**src/core/scr_pkg.sv**
```systemverilog
package scr_pkg;

    // ****************************************
    // Register map
    // ****************************************
    localparam int         AXI_AW      = 8;
    localparam logic [7:0] ADDR_CTRL_A = 8'h00;
    localparam logic [7:0] ADDR_CTRL_B = 8'h04;
    localparam logic [7:0] ADDR_CTRL_C = 8'h08;
    localparam logic [7:0] ADDR_WAKE   = 8'h0c;
    localparam logic [7:0] ADDR_STATUS = 8'h10;

    localparam logic [7:0] RST_CTRL_A  = 8'h00;
    localparam logic [7:0] RST_CTRL_B  = 8'h8a;
    localparam logic [7:0] RST_CTRL_C  = 8'h01;
    localparam logic [7:0] RST_WAKE    = 8'h00;
    localparam logic [7:0] CTRL_C_MASK = 8'hb1;

    // Register indices after decode
    localparam logic [2:0] IDX_A    = 3'h0;
    localparam logic [2:0] IDX_B    = 3'h1;
    localparam logic [2:0] IDX_C    = 3'h2;
    localparam logic [2:0] IDX_W    = 3'h3;
    localparam logic [2:0] IDX_S    = 3'h4;
    localparam logic [2:0] IDX_NONE = 3'h7;

    // ****************************************
    // Field positions
    // ****************************************
    localparam int A_PIN_GRP  = 7;
    localparam int A_TONE_SRC = 6;
    localparam int A_SPLIT    = 5;
    localparam int A_PWM1     = 4;
    localparam int A_PWM0     = 3;
    localparam int A_TONE_EN  = 2;
    localparam int A_XTAL_LP  = 1;
    localparam int A_CLK_MODE = 0;
    localparam int B_EDGE_LSB = 6;
    localparam int B_TB_LSB   = 4;
    localparam int B_WDT_LSB  = 0;
    localparam int C_CONV     = 7;
    localparam int C_PWM3     = 5;
    localparam int C_PWM2     = 4;
    localparam int C_KEEP     = 0;
    localparam int S_WDT      = 2;

    // Shared pin positions on port A and port B
    localparam int PA_PWM0 = 4;
    localparam int PA_INT  = 3;
    localparam int PA_TONE = 1;
    localparam int PB_PWM0 = 5;
    localparam int PB_INT  = 4;
    localparam int PB_TONE = 3;

    // ****************************************
    // Codes
    // ****************************************
    localparam logic [1:0] EDGE_OFF    = 2'h0;
    localparam logic [1:0] EDGE_RISE   = 2'h1;
    localparam logic [1:0] EDGE_FALL   = 2'h2;
    localparam logic [1:0] EDGE_BOTH   = 2'h3;
    localparam logic [3:0] WDT_OFF     = 4'ha;
    localparam int         TB_EXP_BASE = 10;
    localparam int         TB_CNT_W    = 13;
    localparam logic [1:0] RESP_OKAY   = 2'h0;
    localparam logic [1:0] RESP_SLVERR = 2'h2;

    typedef enum logic [1:0] {
        SCR_NORMAL,
        SCR_SLOW,
        SCR_IDLE,
        SCR_SLEEP
    } scr_mode_e;

    typedef struct packed {
        logic              awvalid;
        logic [AXI_AW-1:0] awaddr;
        logic              wvalid;
        logic [31:0]       wdata;
        logic [3:0]        wstrb;
        logic              bready;
        logic              arvalid;
        logic [AXI_AW-1:0] araddr;
        logic              rready;
    } scr_axi_req_s;

    typedef struct packed {
        logic        awready;
        logic        wready;
        logic        bvalid;
        logic [1:0]  bresp;
        logic        arready;
        logic        rvalid;
        logic [31:0] rdata;
        logic [1:0]  rresp;
    } scr_axi_rsp_s;

endpackage : scr_pkg

```
**src/core/scr_sysctl.sv**
```systemverilog
// The implementer's own choices: register access over AXI4-Lite and the address map.
`timescale 1ns/1ps
// What this block does
// - Pin group bit moves PWM0, INT, tone pins
// - Tone clock from timer0 or timer1
// - Split bit picks 6+2 or 7+1 PWM
// - PWM0/PWM1 drive pins only when enabled
// - Tone enable puts tone on its pin
// - Crystal low-power bit picks crystal mode
// - Clock mode bit selects crystal, stops fast
// - Any enabled PWM forces system timer clock
// - Edge field: off, rise, fall, both
// - Time-base period 2^10 to 2^13 ticks
// - Watchdog code 1010 requests disable
// - Watchdog option on overrides the code
// - Converter enable bit drives converter
// - PWM2/PWM3 drive pins only when enabled
// - Keep-alive bit keeps crystal after halt
// - Unused third-register bits read zero
// - Masked port A falling edge wakes
// - Internal RC never becomes system clock
// - Crystal low-power bit cleared at reset
// - Halt enters idle or sleep, fast stops
module scr_sysctl #(
    parameter int PORT_W = 8
) (
    input  wire logic                 aclk,
    input  wire logic                 aresetn,
    input  wire scr_pkg::scr_axi_req_s req,
    output      scr_pkg::scr_axi_rsp_s rsp,
    input  wire logic [PORT_W-1:0]    pa_in,
    input  wire logic [PORT_W-1:0]    pb_in,
    input  wire logic [3:0]           pwm_in,
    input  wire logic                 tone_gen_in,
    input  wire logic                 timer0_tick,
    input  wire logic                 timer1_tick,
    input  wire logic                 tp_tick,
    input  wire logic                 halt_req,
    input  wire logic                 wdt_option,
    output      logic [PORT_W-1:0]    pa_fn_sel,
    output      logic [PORT_W-1:0]    pa_fn_out,
    output      logic [PORT_W-1:0]    pb_fn_sel,
    output      logic [PORT_W-1:0]    pb_fn_out,
    output      logic [3:0]           pwm_pin_sel,
    output      logic [3:0]           pwm_pin_out,
    output      logic                 tone_clk_tick,
    output      logic                 tone_src_timer1,
    output      logic                 pwm_split_7p1,
    output      logic                 tp_from_sys,
    output      logic                 timebase_tick,
    output      logic                 ext_int_pulse,
    output      logic                 wdt_enable,
    output      logic                 converter_enable,
    output      logic                 crystal_low_power,
    output      logic                 sys_clk_lxt,
    output      logic                 hs_osc_run,
    output      logic                 lxt_run,
    output      scr_pkg::scr_mode_e   power_mode
);

    // ****************************************
    // Parameter check
    // ****************************************
    if (PORT_W < 6 || PORT_W > 8) begin : g_bad_width
        $error("PORT_W must lie between 6 and 8");
    end

    localparam int TW = scr_pkg::TB_CNT_W;

    typedef struct packed {
        logic [7:0]         ctrl_a;
        logic [7:0]         ctrl_b;
        logic [7:0]         ctrl_c;
        logic [7:0]         wake_sel;
        scr_pkg::scr_mode_e mode;
        logic               aw_got;
        logic [7:0]         awaddr;
        logic               w_got;
        logic [7:0]         wdata;
        logic               wlane;
        logic               bvalid;
        logic [1:0]         bresp;
        logic               rvalid;
        logic [1:0]         rresp;
        logic [7:0]         rdata;
        logic               int_prev;
        logic [PORT_W-1:0]  wake_prev;
        logic [TW-1:0]      tb_cnt;
        logic               tb_tick;
        logic               int_pulse;
        logic               tone_tick;
        logic [PORT_W-1:0]  pa_sel;
        logic [PORT_W-1:0]  pa_out;
        logic [PORT_W-1:0]  pb_sel;
        logic [PORT_W-1:0]  pb_out;
        logic [3:0]         pwm_sel;
        logic [3:0]         pwm_out;
    } scr_state_s;

    scr_state_s q;
    scr_state_s n;

    // ****************************************
    // Helpers
    // ****************************************
    // Unaligned or unlisted addresses map to none
    function automatic logic [2:0] reg_idx(input logic [7:0] a);
        case (a)
            scr_pkg::ADDR_CTRL_A: reg_idx = scr_pkg::IDX_A;
            scr_pkg::ADDR_CTRL_B: reg_idx = scr_pkg::IDX_B;
            scr_pkg::ADDR_CTRL_C: reg_idx = scr_pkg::IDX_C;
            scr_pkg::ADDR_WAKE:   reg_idx = scr_pkg::IDX_W;
            scr_pkg::ADDR_STATUS: reg_idx = scr_pkg::IDX_S;
            default:              reg_idx = scr_pkg::IDX_NONE;
        endcase
    endfunction : reg_idx

    // Low bits that must be all ones for a time-base tick
    function automatic logic [TW-1:0] tb_mask(input logic [1:0] sel);
        tb_mask = TW'((1 << (scr_pkg::TB_EXP_BASE + int'(sel))) - 1);
    endfunction : tb_mask

    // ****************************************
    // Decoded control
    // ****************************************
    logic       grp;
    logic [3:0] pwm_en;
    logic       int_src;
    logic [1:0] edge_sel;
    logic [PORT_W-1:0] wake_fall;

    assign grp = q.ctrl_a[scr_pkg::A_PIN_GRP];
    assign pwm_en = {q.ctrl_c[scr_pkg::C_PWM3], q.ctrl_c[scr_pkg::C_PWM2],
                     q.ctrl_a[scr_pkg::A_PWM1], q.ctrl_a[scr_pkg::A_PWM0]};
    assign int_src = grp ? pb_in[scr_pkg::PB_INT] : pa_in[scr_pkg::PA_INT];
    assign edge_sel = q.ctrl_b[scr_pkg::B_EDGE_LSB +: 2];
    // falling edge on selected port A pins
    assign wake_fall = q.wake_prev & ~pa_in & q.wake_sel[PORT_W-1:0];

    // ****************************************
    // Next state
    // ****************************************
    always_comb begin
        logic [2:0] widx;
        logic [2:0] ridx;
        widx = reg_idx(q.awaddr);
        ridx = reg_idx(req.araddr);
        n = q;
        // Write address and data are taken in either order
        if (req.awvalid && rsp.awready) begin
            n.aw_got = 1'b1;
            n.awaddr = req.awaddr;
        end
        if (req.wvalid && rsp.wready) begin
            n.w_got = 1'b1;
            n.wdata = req.wdata[7:0];
            n.wlane = req.wstrb[0];
        end
        if (q.bvalid && req.bready) begin
            n.bvalid = 1'b0;
        end
        // Commit once both halves are held; only byte lane 0 counts
        if (q.aw_got && q.w_got && !q.bvalid) begin
            n.aw_got = 1'b0;
            n.w_got = 1'b0;
            n.bvalid = 1'b1;
            n.bresp = (widx == scr_pkg::IDX_NONE) ? scr_pkg::RESP_SLVERR
                                                  : scr_pkg::RESP_OKAY;
            if (q.wlane) begin
                case (widx)
                    scr_pkg::IDX_A: n.ctrl_a = q.wdata;
                    scr_pkg::IDX_B: n.ctrl_b = q.wdata;
                    scr_pkg::IDX_C: n.ctrl_c = q.wdata & scr_pkg::CTRL_C_MASK;
                    scr_pkg::IDX_W: n.wake_sel = q.wdata;
                    default: ;
                endcase
            end
        end
        // Read channel, one outstanding read
        if (q.rvalid && req.rready) begin
            n.rvalid = 1'b0;
        end
        if (req.arvalid && rsp.arready) begin
            n.rvalid = 1'b1;
            n.rresp = scr_pkg::RESP_OKAY;
            case (ridx)
                scr_pkg::IDX_A: n.rdata = q.ctrl_a;
                scr_pkg::IDX_B: n.rdata = q.ctrl_b;
                scr_pkg::IDX_C: n.rdata = q.ctrl_c & scr_pkg::CTRL_C_MASK;
                scr_pkg::IDX_W: n.rdata = q.wake_sel;
                scr_pkg::IDX_S: begin
                    n.rdata = 8'h00;
                    n.rdata[1:0] = q.mode;
                    n.rdata[scr_pkg::S_WDT] = wdt_enable;
                end
                default: begin
                    n.rdata = 8'h00;
                    n.rresp = scr_pkg::RESP_SLVERR;
                end
            endcase
        end

        n.wake_prev = pa_in;
        unique case (q.mode)
            scr_pkg::SCR_NORMAL, scr_pkg::SCR_SLOW: begin
                if (halt_req) begin
                    n.mode = q.ctrl_c[scr_pkg::C_KEEP] ? scr_pkg::SCR_IDLE
                                                       : scr_pkg::SCR_SLEEP;
                end else begin
                    // clock mode picks slow crystal running
                    n.mode = q.ctrl_a[scr_pkg::A_CLK_MODE] ? scr_pkg::SCR_SLOW
                                                           : scr_pkg::SCR_NORMAL;
                end
            end
            scr_pkg::SCR_IDLE, scr_pkg::SCR_SLEEP: begin
                if (|wake_fall) begin
                    n.mode = q.ctrl_a[scr_pkg::A_CLK_MODE] ? scr_pkg::SCR_SLOW
                                                           : scr_pkg::SCR_NORMAL;
                end
            end
        endcase

        // edge type decode; a group switch may look like an edge
        n.int_prev = int_src;
        unique case (edge_sel)
            scr_pkg::EDGE_OFF:  n.int_pulse = 1'b0;
            scr_pkg::EDGE_RISE: n.int_pulse = int_src & ~q.int_prev;
            scr_pkg::EDGE_FALL: n.int_pulse = ~int_src & q.int_prev;
            scr_pkg::EDGE_BOTH: n.int_pulse = int_src ^ q.int_prev;
        endcase

        // free-running count, tick every 2^(10+sel) timer ticks
        n.tb_cnt = q.tb_cnt + {{(TW-1){1'b0}}, tp_tick};
        n.tb_tick = tp_tick &&
            ((q.tb_cnt & tb_mask(q.ctrl_b[scr_pkg::B_TB_LSB +: 2]))
             == tb_mask(q.ctrl_b[scr_pkg::B_TB_LSB +: 2]));

        n.tone_tick = q.ctrl_a[scr_pkg::A_TONE_SRC] ? timer1_tick
                                                    : timer0_tick;

        // PWM pins owned only when enabled
        n.pwm_sel = pwm_en;
        n.pwm_out = pwm_in & pwm_en;

        n.pa_sel = '0;
        n.pa_out = '0;
        n.pb_sel = '0;
        n.pb_out = '0;
        if (!grp) begin
            n.pa_sel[scr_pkg::PA_PWM0] = pwm_en[0];
            n.pa_out[scr_pkg::PA_PWM0] = pwm_in[0] & pwm_en[0];
            // tone on its pin only when enabled
            n.pa_sel[scr_pkg::PA_TONE] = q.ctrl_a[scr_pkg::A_TONE_EN];
            n.pa_out[scr_pkg::PA_TONE] = tone_gen_in &
                                         q.ctrl_a[scr_pkg::A_TONE_EN];
        end else begin
            n.pb_sel[scr_pkg::PB_PWM0] = pwm_en[0];
            n.pb_out[scr_pkg::PB_PWM0] = pwm_in[0] & pwm_en[0];
            // tone on its pin only when enabled
            n.pb_sel[scr_pkg::PB_TONE] = q.ctrl_a[scr_pkg::A_TONE_EN];
            n.pb_out[scr_pkg::PB_TONE] = tone_gen_in &
                                         q.ctrl_a[scr_pkg::A_TONE_EN];
        end
    end

    // ****************************************
    // State register
    // ****************************************
    // reset values, low-power crystal bit cleared
    always_ff @(posedge aclk) begin
        if (!aresetn) begin
            q <= '0;
            q.ctrl_a <= scr_pkg::RST_CTRL_A;
            q.ctrl_b <= scr_pkg::RST_CTRL_B;
            q.ctrl_c <= scr_pkg::RST_CTRL_C;
            q.wake_sel <= scr_pkg::RST_WAKE;
            q.mode <= scr_pkg::SCR_NORMAL;
        end else begin
            q <= n;
        end
    end

    // ****************************************
    // Outputs
    // ****************************************
    // Ready only while the matching slot is free
    assign rsp.awready = !q.aw_got && !q.bvalid;
    assign rsp.wready  = !q.w_got && !q.bvalid;
    assign rsp.bvalid  = q.bvalid;
    assign rsp.bresp   = q.bresp;
    assign rsp.arready = !q.rvalid;
    assign rsp.rvalid  = q.rvalid;
    assign rsp.rdata   = {24'h000000, q.rdata};
    assign rsp.rresp   = q.rresp;

    assign pa_fn_sel       = q.pa_sel;
    assign pa_fn_out       = q.pa_out;
    assign pb_fn_sel       = q.pb_sel;
    assign pb_fn_out       = q.pb_out;
    assign pwm_pin_sel     = q.pwm_sel;
    assign pwm_pin_out     = q.pwm_out;
    assign tone_clk_tick   = q.tone_tick;
    assign timebase_tick   = q.tb_tick;
    assign ext_int_pulse   = q.int_pulse;
    assign power_mode      = q.mode;
    assign tone_src_timer1 = q.ctrl_a[scr_pkg::A_TONE_SRC];
    assign pwm_split_7p1   = q.ctrl_a[scr_pkg::A_SPLIT];
    // any PWM forces system clock as timer clock
    assign tp_from_sys     = |pwm_en;
    // option wins; only code 1010 disables
    assign wdt_enable = wdt_option ||
        (q.ctrl_b[scr_pkg::B_WDT_LSB +: 4] != scr_pkg::WDT_OFF);
    assign converter_enable  = q.ctrl_c[scr_pkg::C_CONV];
    assign crystal_low_power = q.ctrl_a[scr_pkg::A_XTAL_LP];
    // system clock is fast oscillator or crystal only
    assign sys_clk_lxt = q.ctrl_a[scr_pkg::A_CLK_MODE];
    // fast oscillator runs only in normal mode
    assign hs_osc_run  = (q.mode == scr_pkg::SCR_NORMAL);
    assign lxt_run     = (q.mode != scr_pkg::SCR_SLEEP);
endmodule : scr_sysctl

```
**config.mk**
```make
export PLATFORM = sky130hd
export DESIGN_NAME = scr_sysctl
export DESIGN_NICKNAME = d
export VERILOG_FILES = /design/src/core/scr_pkg.sv /design/src/core/scr_sysctl.sv
export SDC_FILE = /design/constraint.sdc
export NUM_CORES = 1
export LEC_CHECK = 0
export ABC_AREA = 1
export BUFFER_PORTS_ARGS = -buffer_cell sky130_fd_sc_hd__buf_2
export CAP_MARGIN = 20
export CELL_PAD_IN_SITES_DETAIL_PLACEMENT = 1
export CELL_PAD_IN_SITES_GLOBAL_PLACEMENT = 2
export CORE_ASPECT_RATIO = 0.5
export CORE_MARGIN = 1.5
export CORE_UTILIZATION = 28
export CTS_CLUSTER_SIZE = 28
export DETAILED_ROUTE_END_ITERATION = 10
export MAX_ROUTING_LAYER = met4
export PLACE_DENSITY_LB_ADDON = 0.12
export SLEW_MARGIN = 5
export SYNTH_ARGS = -nofsm -noshare
export SYNTH_HDL_FRONTEND = slang
export SYNTH_SLANG_ARGS = --single-unit
export TNS_END_PERCENT = 1
```
**constraint.sdc**
```tcl
create_clock -name aclk -period 2.7 [get_ports aclk]
set_input_delay 0.405 -clock aclk [delete_from_list [all_inputs] [get_ports aclk]]
set_output_delay 0.405 -clock aclk [all_outputs]
set_load 0.02 [all_outputs]
```
==> flow_metrics.env <==
export IMPL_status="completed"
export IMPL_dp_hpwl_mm=9.22
export IMPL_cts_hold_buf=0
export IMPL_end_kind="output pin"
export IMPL_hold_path_end="q[57]"
export IMPL_drc=0
export IMPL_clockRootBuffer="clkbuf_16"
export IMPL_cts_max_level=3
export IMPL_place_congestion=0.745
export IMPL_overflow=0
export IMPL_viasPerCell=4.18
export IMPL_core_area_um2=16400
export IMPL_setup_viol=0
export IMPL_synth_area_leader_cell="dfxtp_1"
export IMPL_final_layout_size_suffix_gt1_frac=0.192
export IMPL_whs_path_depth=3
export IMPL_worstHoldPathType="in2reg"
export IMPL_fin_crit_ns=1.86
export IMPL_reg2reg_depth=8
export IMPL_finalNonFillerCells=921
export IMPL_cts_sinks=102
export IMPL_grt_start_max_net_pins=37
export IMPL_dieArea_um2=17500
export IMPL_ys_seq_area_frac=0.438
export IMPL_synth_avg_cell_area_um2=7.47
export IMPL_synth_seq_cells=102
export IMPL_nNetsFinal=778
export IMPL_ir_worst_vdd_uv=312
export IMPL_synth_area_um2=4670
export IMPL_grt_pass1_vias=3738
export IMPL_start_util=0.285
export IMPL_cts_tree="done"
export IMPL_fmaxAchievable_mhz=539
export IMPL_antennaDiodeCount=0
export IMPL_setup_tns_ns=0
export IMPL_synth_cells=625
export IMPL_worstSetupPathType="reg2out"
export IMPL_dr_first_iter_drc_count=152
export IMPL_r2r_start="grp"
export IMPL_vias=3846
export IMPL_clock_skew_ns=0.0105
export IMPL_place_inst=905
export IMPL_fillCellCount=2048
export IMPL_routedWlPerCell_um=13.2
export IMPL_portBuffers=95
export IMPL_die_h_um=94.3
export IMPL_grt_use_total=0.148
export IMPL_yosysTopAreaCellShare=0.438
export IMPL_post_cts_buffers=0
export IMPL_crit_fanout=5
export IMPL_utilization=0.325
export IMPL_slew_violations=0
export IMPL_max_slew_margin=0.545
export IMPL_post_cts_resized=0
export IMPL_critPathArrivalTime_ns=1.45
export IMPL_synth_distinct_cells=37
export IMPL_path_clk_slew_ns=0.07
export IMPL_area_growth_pct=13.7
export IMPL_hold_violations=0
export IMPL_power_density_nw_per_um2=635
export IMPL_finalWirelength_mm=12.1
export IMPL_pin_count=180
export IMPL_rsz0062_at_grt="false"
export IMPL_worst_r2r_endpoint="ext_int_pulse"
export IMPL_antenna_found_initial=0
export IMPL_drt_first_pass_iters=4
export IMPL_rows=33
export IMPL_start_kind="flip-flop"
export IMPL_r2r_slack_ns=0.88
export IMPL_cts_buffers=9
export IMPL_fp_dieW_um=186
export IMPL_worstPathRequired_ns=2.30
export IMPL_worstMarginPinSlew_ns=0.681
export IMPL_drv_cap=0
export IMPL_power_leakage_nw=2.45
export IMPL_grt_pass1_wl_mm=19.2
export IMPL_cts_max_path_buffers=2
export IMPL_synth_area_leaders="dfxtp_1 44%, buf_4 13%, nand2_1 11%, nor2_1 5.7%, a21oi_1 5.4%"
export IMPL_post_route_period_util=0.688
export IMPL_detail_route_antenna_nets=0
export IMPL_clk_latency_ns=0.34
export IMPL_min_delay_start="pa_in[1]"
export IMPL_yosys_warnings=0
==> where the power goes <==
part	internal [W]	switching, W	total (W)
logic	0.0000847	0.000222	0.000306
clock network	0.000893	0.000583	0.00148
registers	0.00155	0.0000404	0.00159
==> how the worst max path moves through the flow <==
stage,startpoint,end,slack (ns)
detailed placement,aresetn,timebase_tick,0.85
global placement,aresetn,timebase_tick,0.85
CTS,n[4],tp_from_sys,0.80
global route,grp,ext_int_pulse,0.67
floorplan,grp,ext_int_pulse,1.18
finish,n[4],tp_from_sys,0.84
==> layout make-up <==
type	count	area [um2]	share of cell area
Tap cell	227	284	0.0535
Clock inverter	4	76.3	0.0144
Clock buffer	12	267	0.0502
Sequential cell	102	2040	0.385
Timing Repair Buffer	98	498	0.0938
Inverter	58	219	0.0413
Multi-Input combinational cell	420	1920	0.362
==> per-stage QoR <==
step	instance area, um2	total power (W)	hold slack [ns]	setup WS, ns
3_5_place_dp	4960	0.00194	0.442	0.849
3_3_place_gp	4960	0.00193	0.438	0.852
2_1_floorplan	4850	0.00189	0.425	1.18
4_1_cts	5310	0.00344	0.241	0.802
5_1_grt	5310	0.00353	0.254	0.669
6_report	5310	0.00337	0.251	0.844
==> registers in the layout, summed over array words and instances, names as in the netlist, 2 cells and up <==
register,cells
pb_fn_sel,2
pwm_pin_sel,4
pb_fn_out,2
q,57
rsp,12
pa_fn_sel,2
edge_sel,2
pwm_pin_out,4
n,4
pa_fn_out,2
power_mode,2
==> cell families after synthesis <==
family,Yosys count,share of synthesized area
flip-flops,102,0.438
XOR/XNOR,4,0.00751
other,1,0.000804
adder cells (fa/ha/maj),4,0.0107
AO/OA/AOI/OAI,87,0.0989
AND/OR/NAND/NOR,275,0.254
buffers and inverters,152,0.190
==> placed cells by master, fill, tap and decap left out, types with 7 or more instances in the layout <==
| cell type | instances |
|---|---|
| o21ai_0 | 26 |
| buf_2 | 95 |
| nand2_1 | 134 |
| clkbuf_16 | 9 |
| nand4_1 | 7 |
| a21oi_1 | 50 |
| conb_1 | 50 |
| nor2_1 | 71 |
| inv_1 | 53 |
| dfxtp_1 | 102 |
| nand3_1 | 36 |
==> metal layers <==
metal  global-route usage  wire (um)
met3               0.0357        656
met5                    -          0
met4               0.0282         77
met2                0.226       4990
met1                0.200       6400
==> Yosys cell counts <==
library cell / count
inv_2: 3
nand3_2: 1
o21ai_0: 26
nand2_1: 134
xor2_1: 2
nor3_2: 1
nor3b_1: 1
buf_6: 1
clkinv_2: 1
conb_1: 1
or4_1: 1
a31oi_1: 1
nand3_1: 36
nor2_4: 1
ha_1: 4
buf_4: 81
xnor2_1: 2
o2111ai_1: 1
nor2_1: 71
o21ai_1: 1
or2_2: 1
nor3_1: 5
nand2_2: 5
nor2_2: 5
o311ai_0: 1
o211ai_1: 5
nand4_1: 7
clkbuf_1: 8
buf_2: 3
clkinv_1: 1
a21oi_1: 50
buf_1: 1
nor3_4: 1
nand3b_1: 5
o21a_1: 2
dfxtp_1: 102
inv_1: 53
==> critical path: stages, from the launching register on <==
cell     delay [ns]
dfxtp_1        0.37
or4_1          0.56
buf_2          0.18
Note: power is estimated with default switching activity, not from simulation.
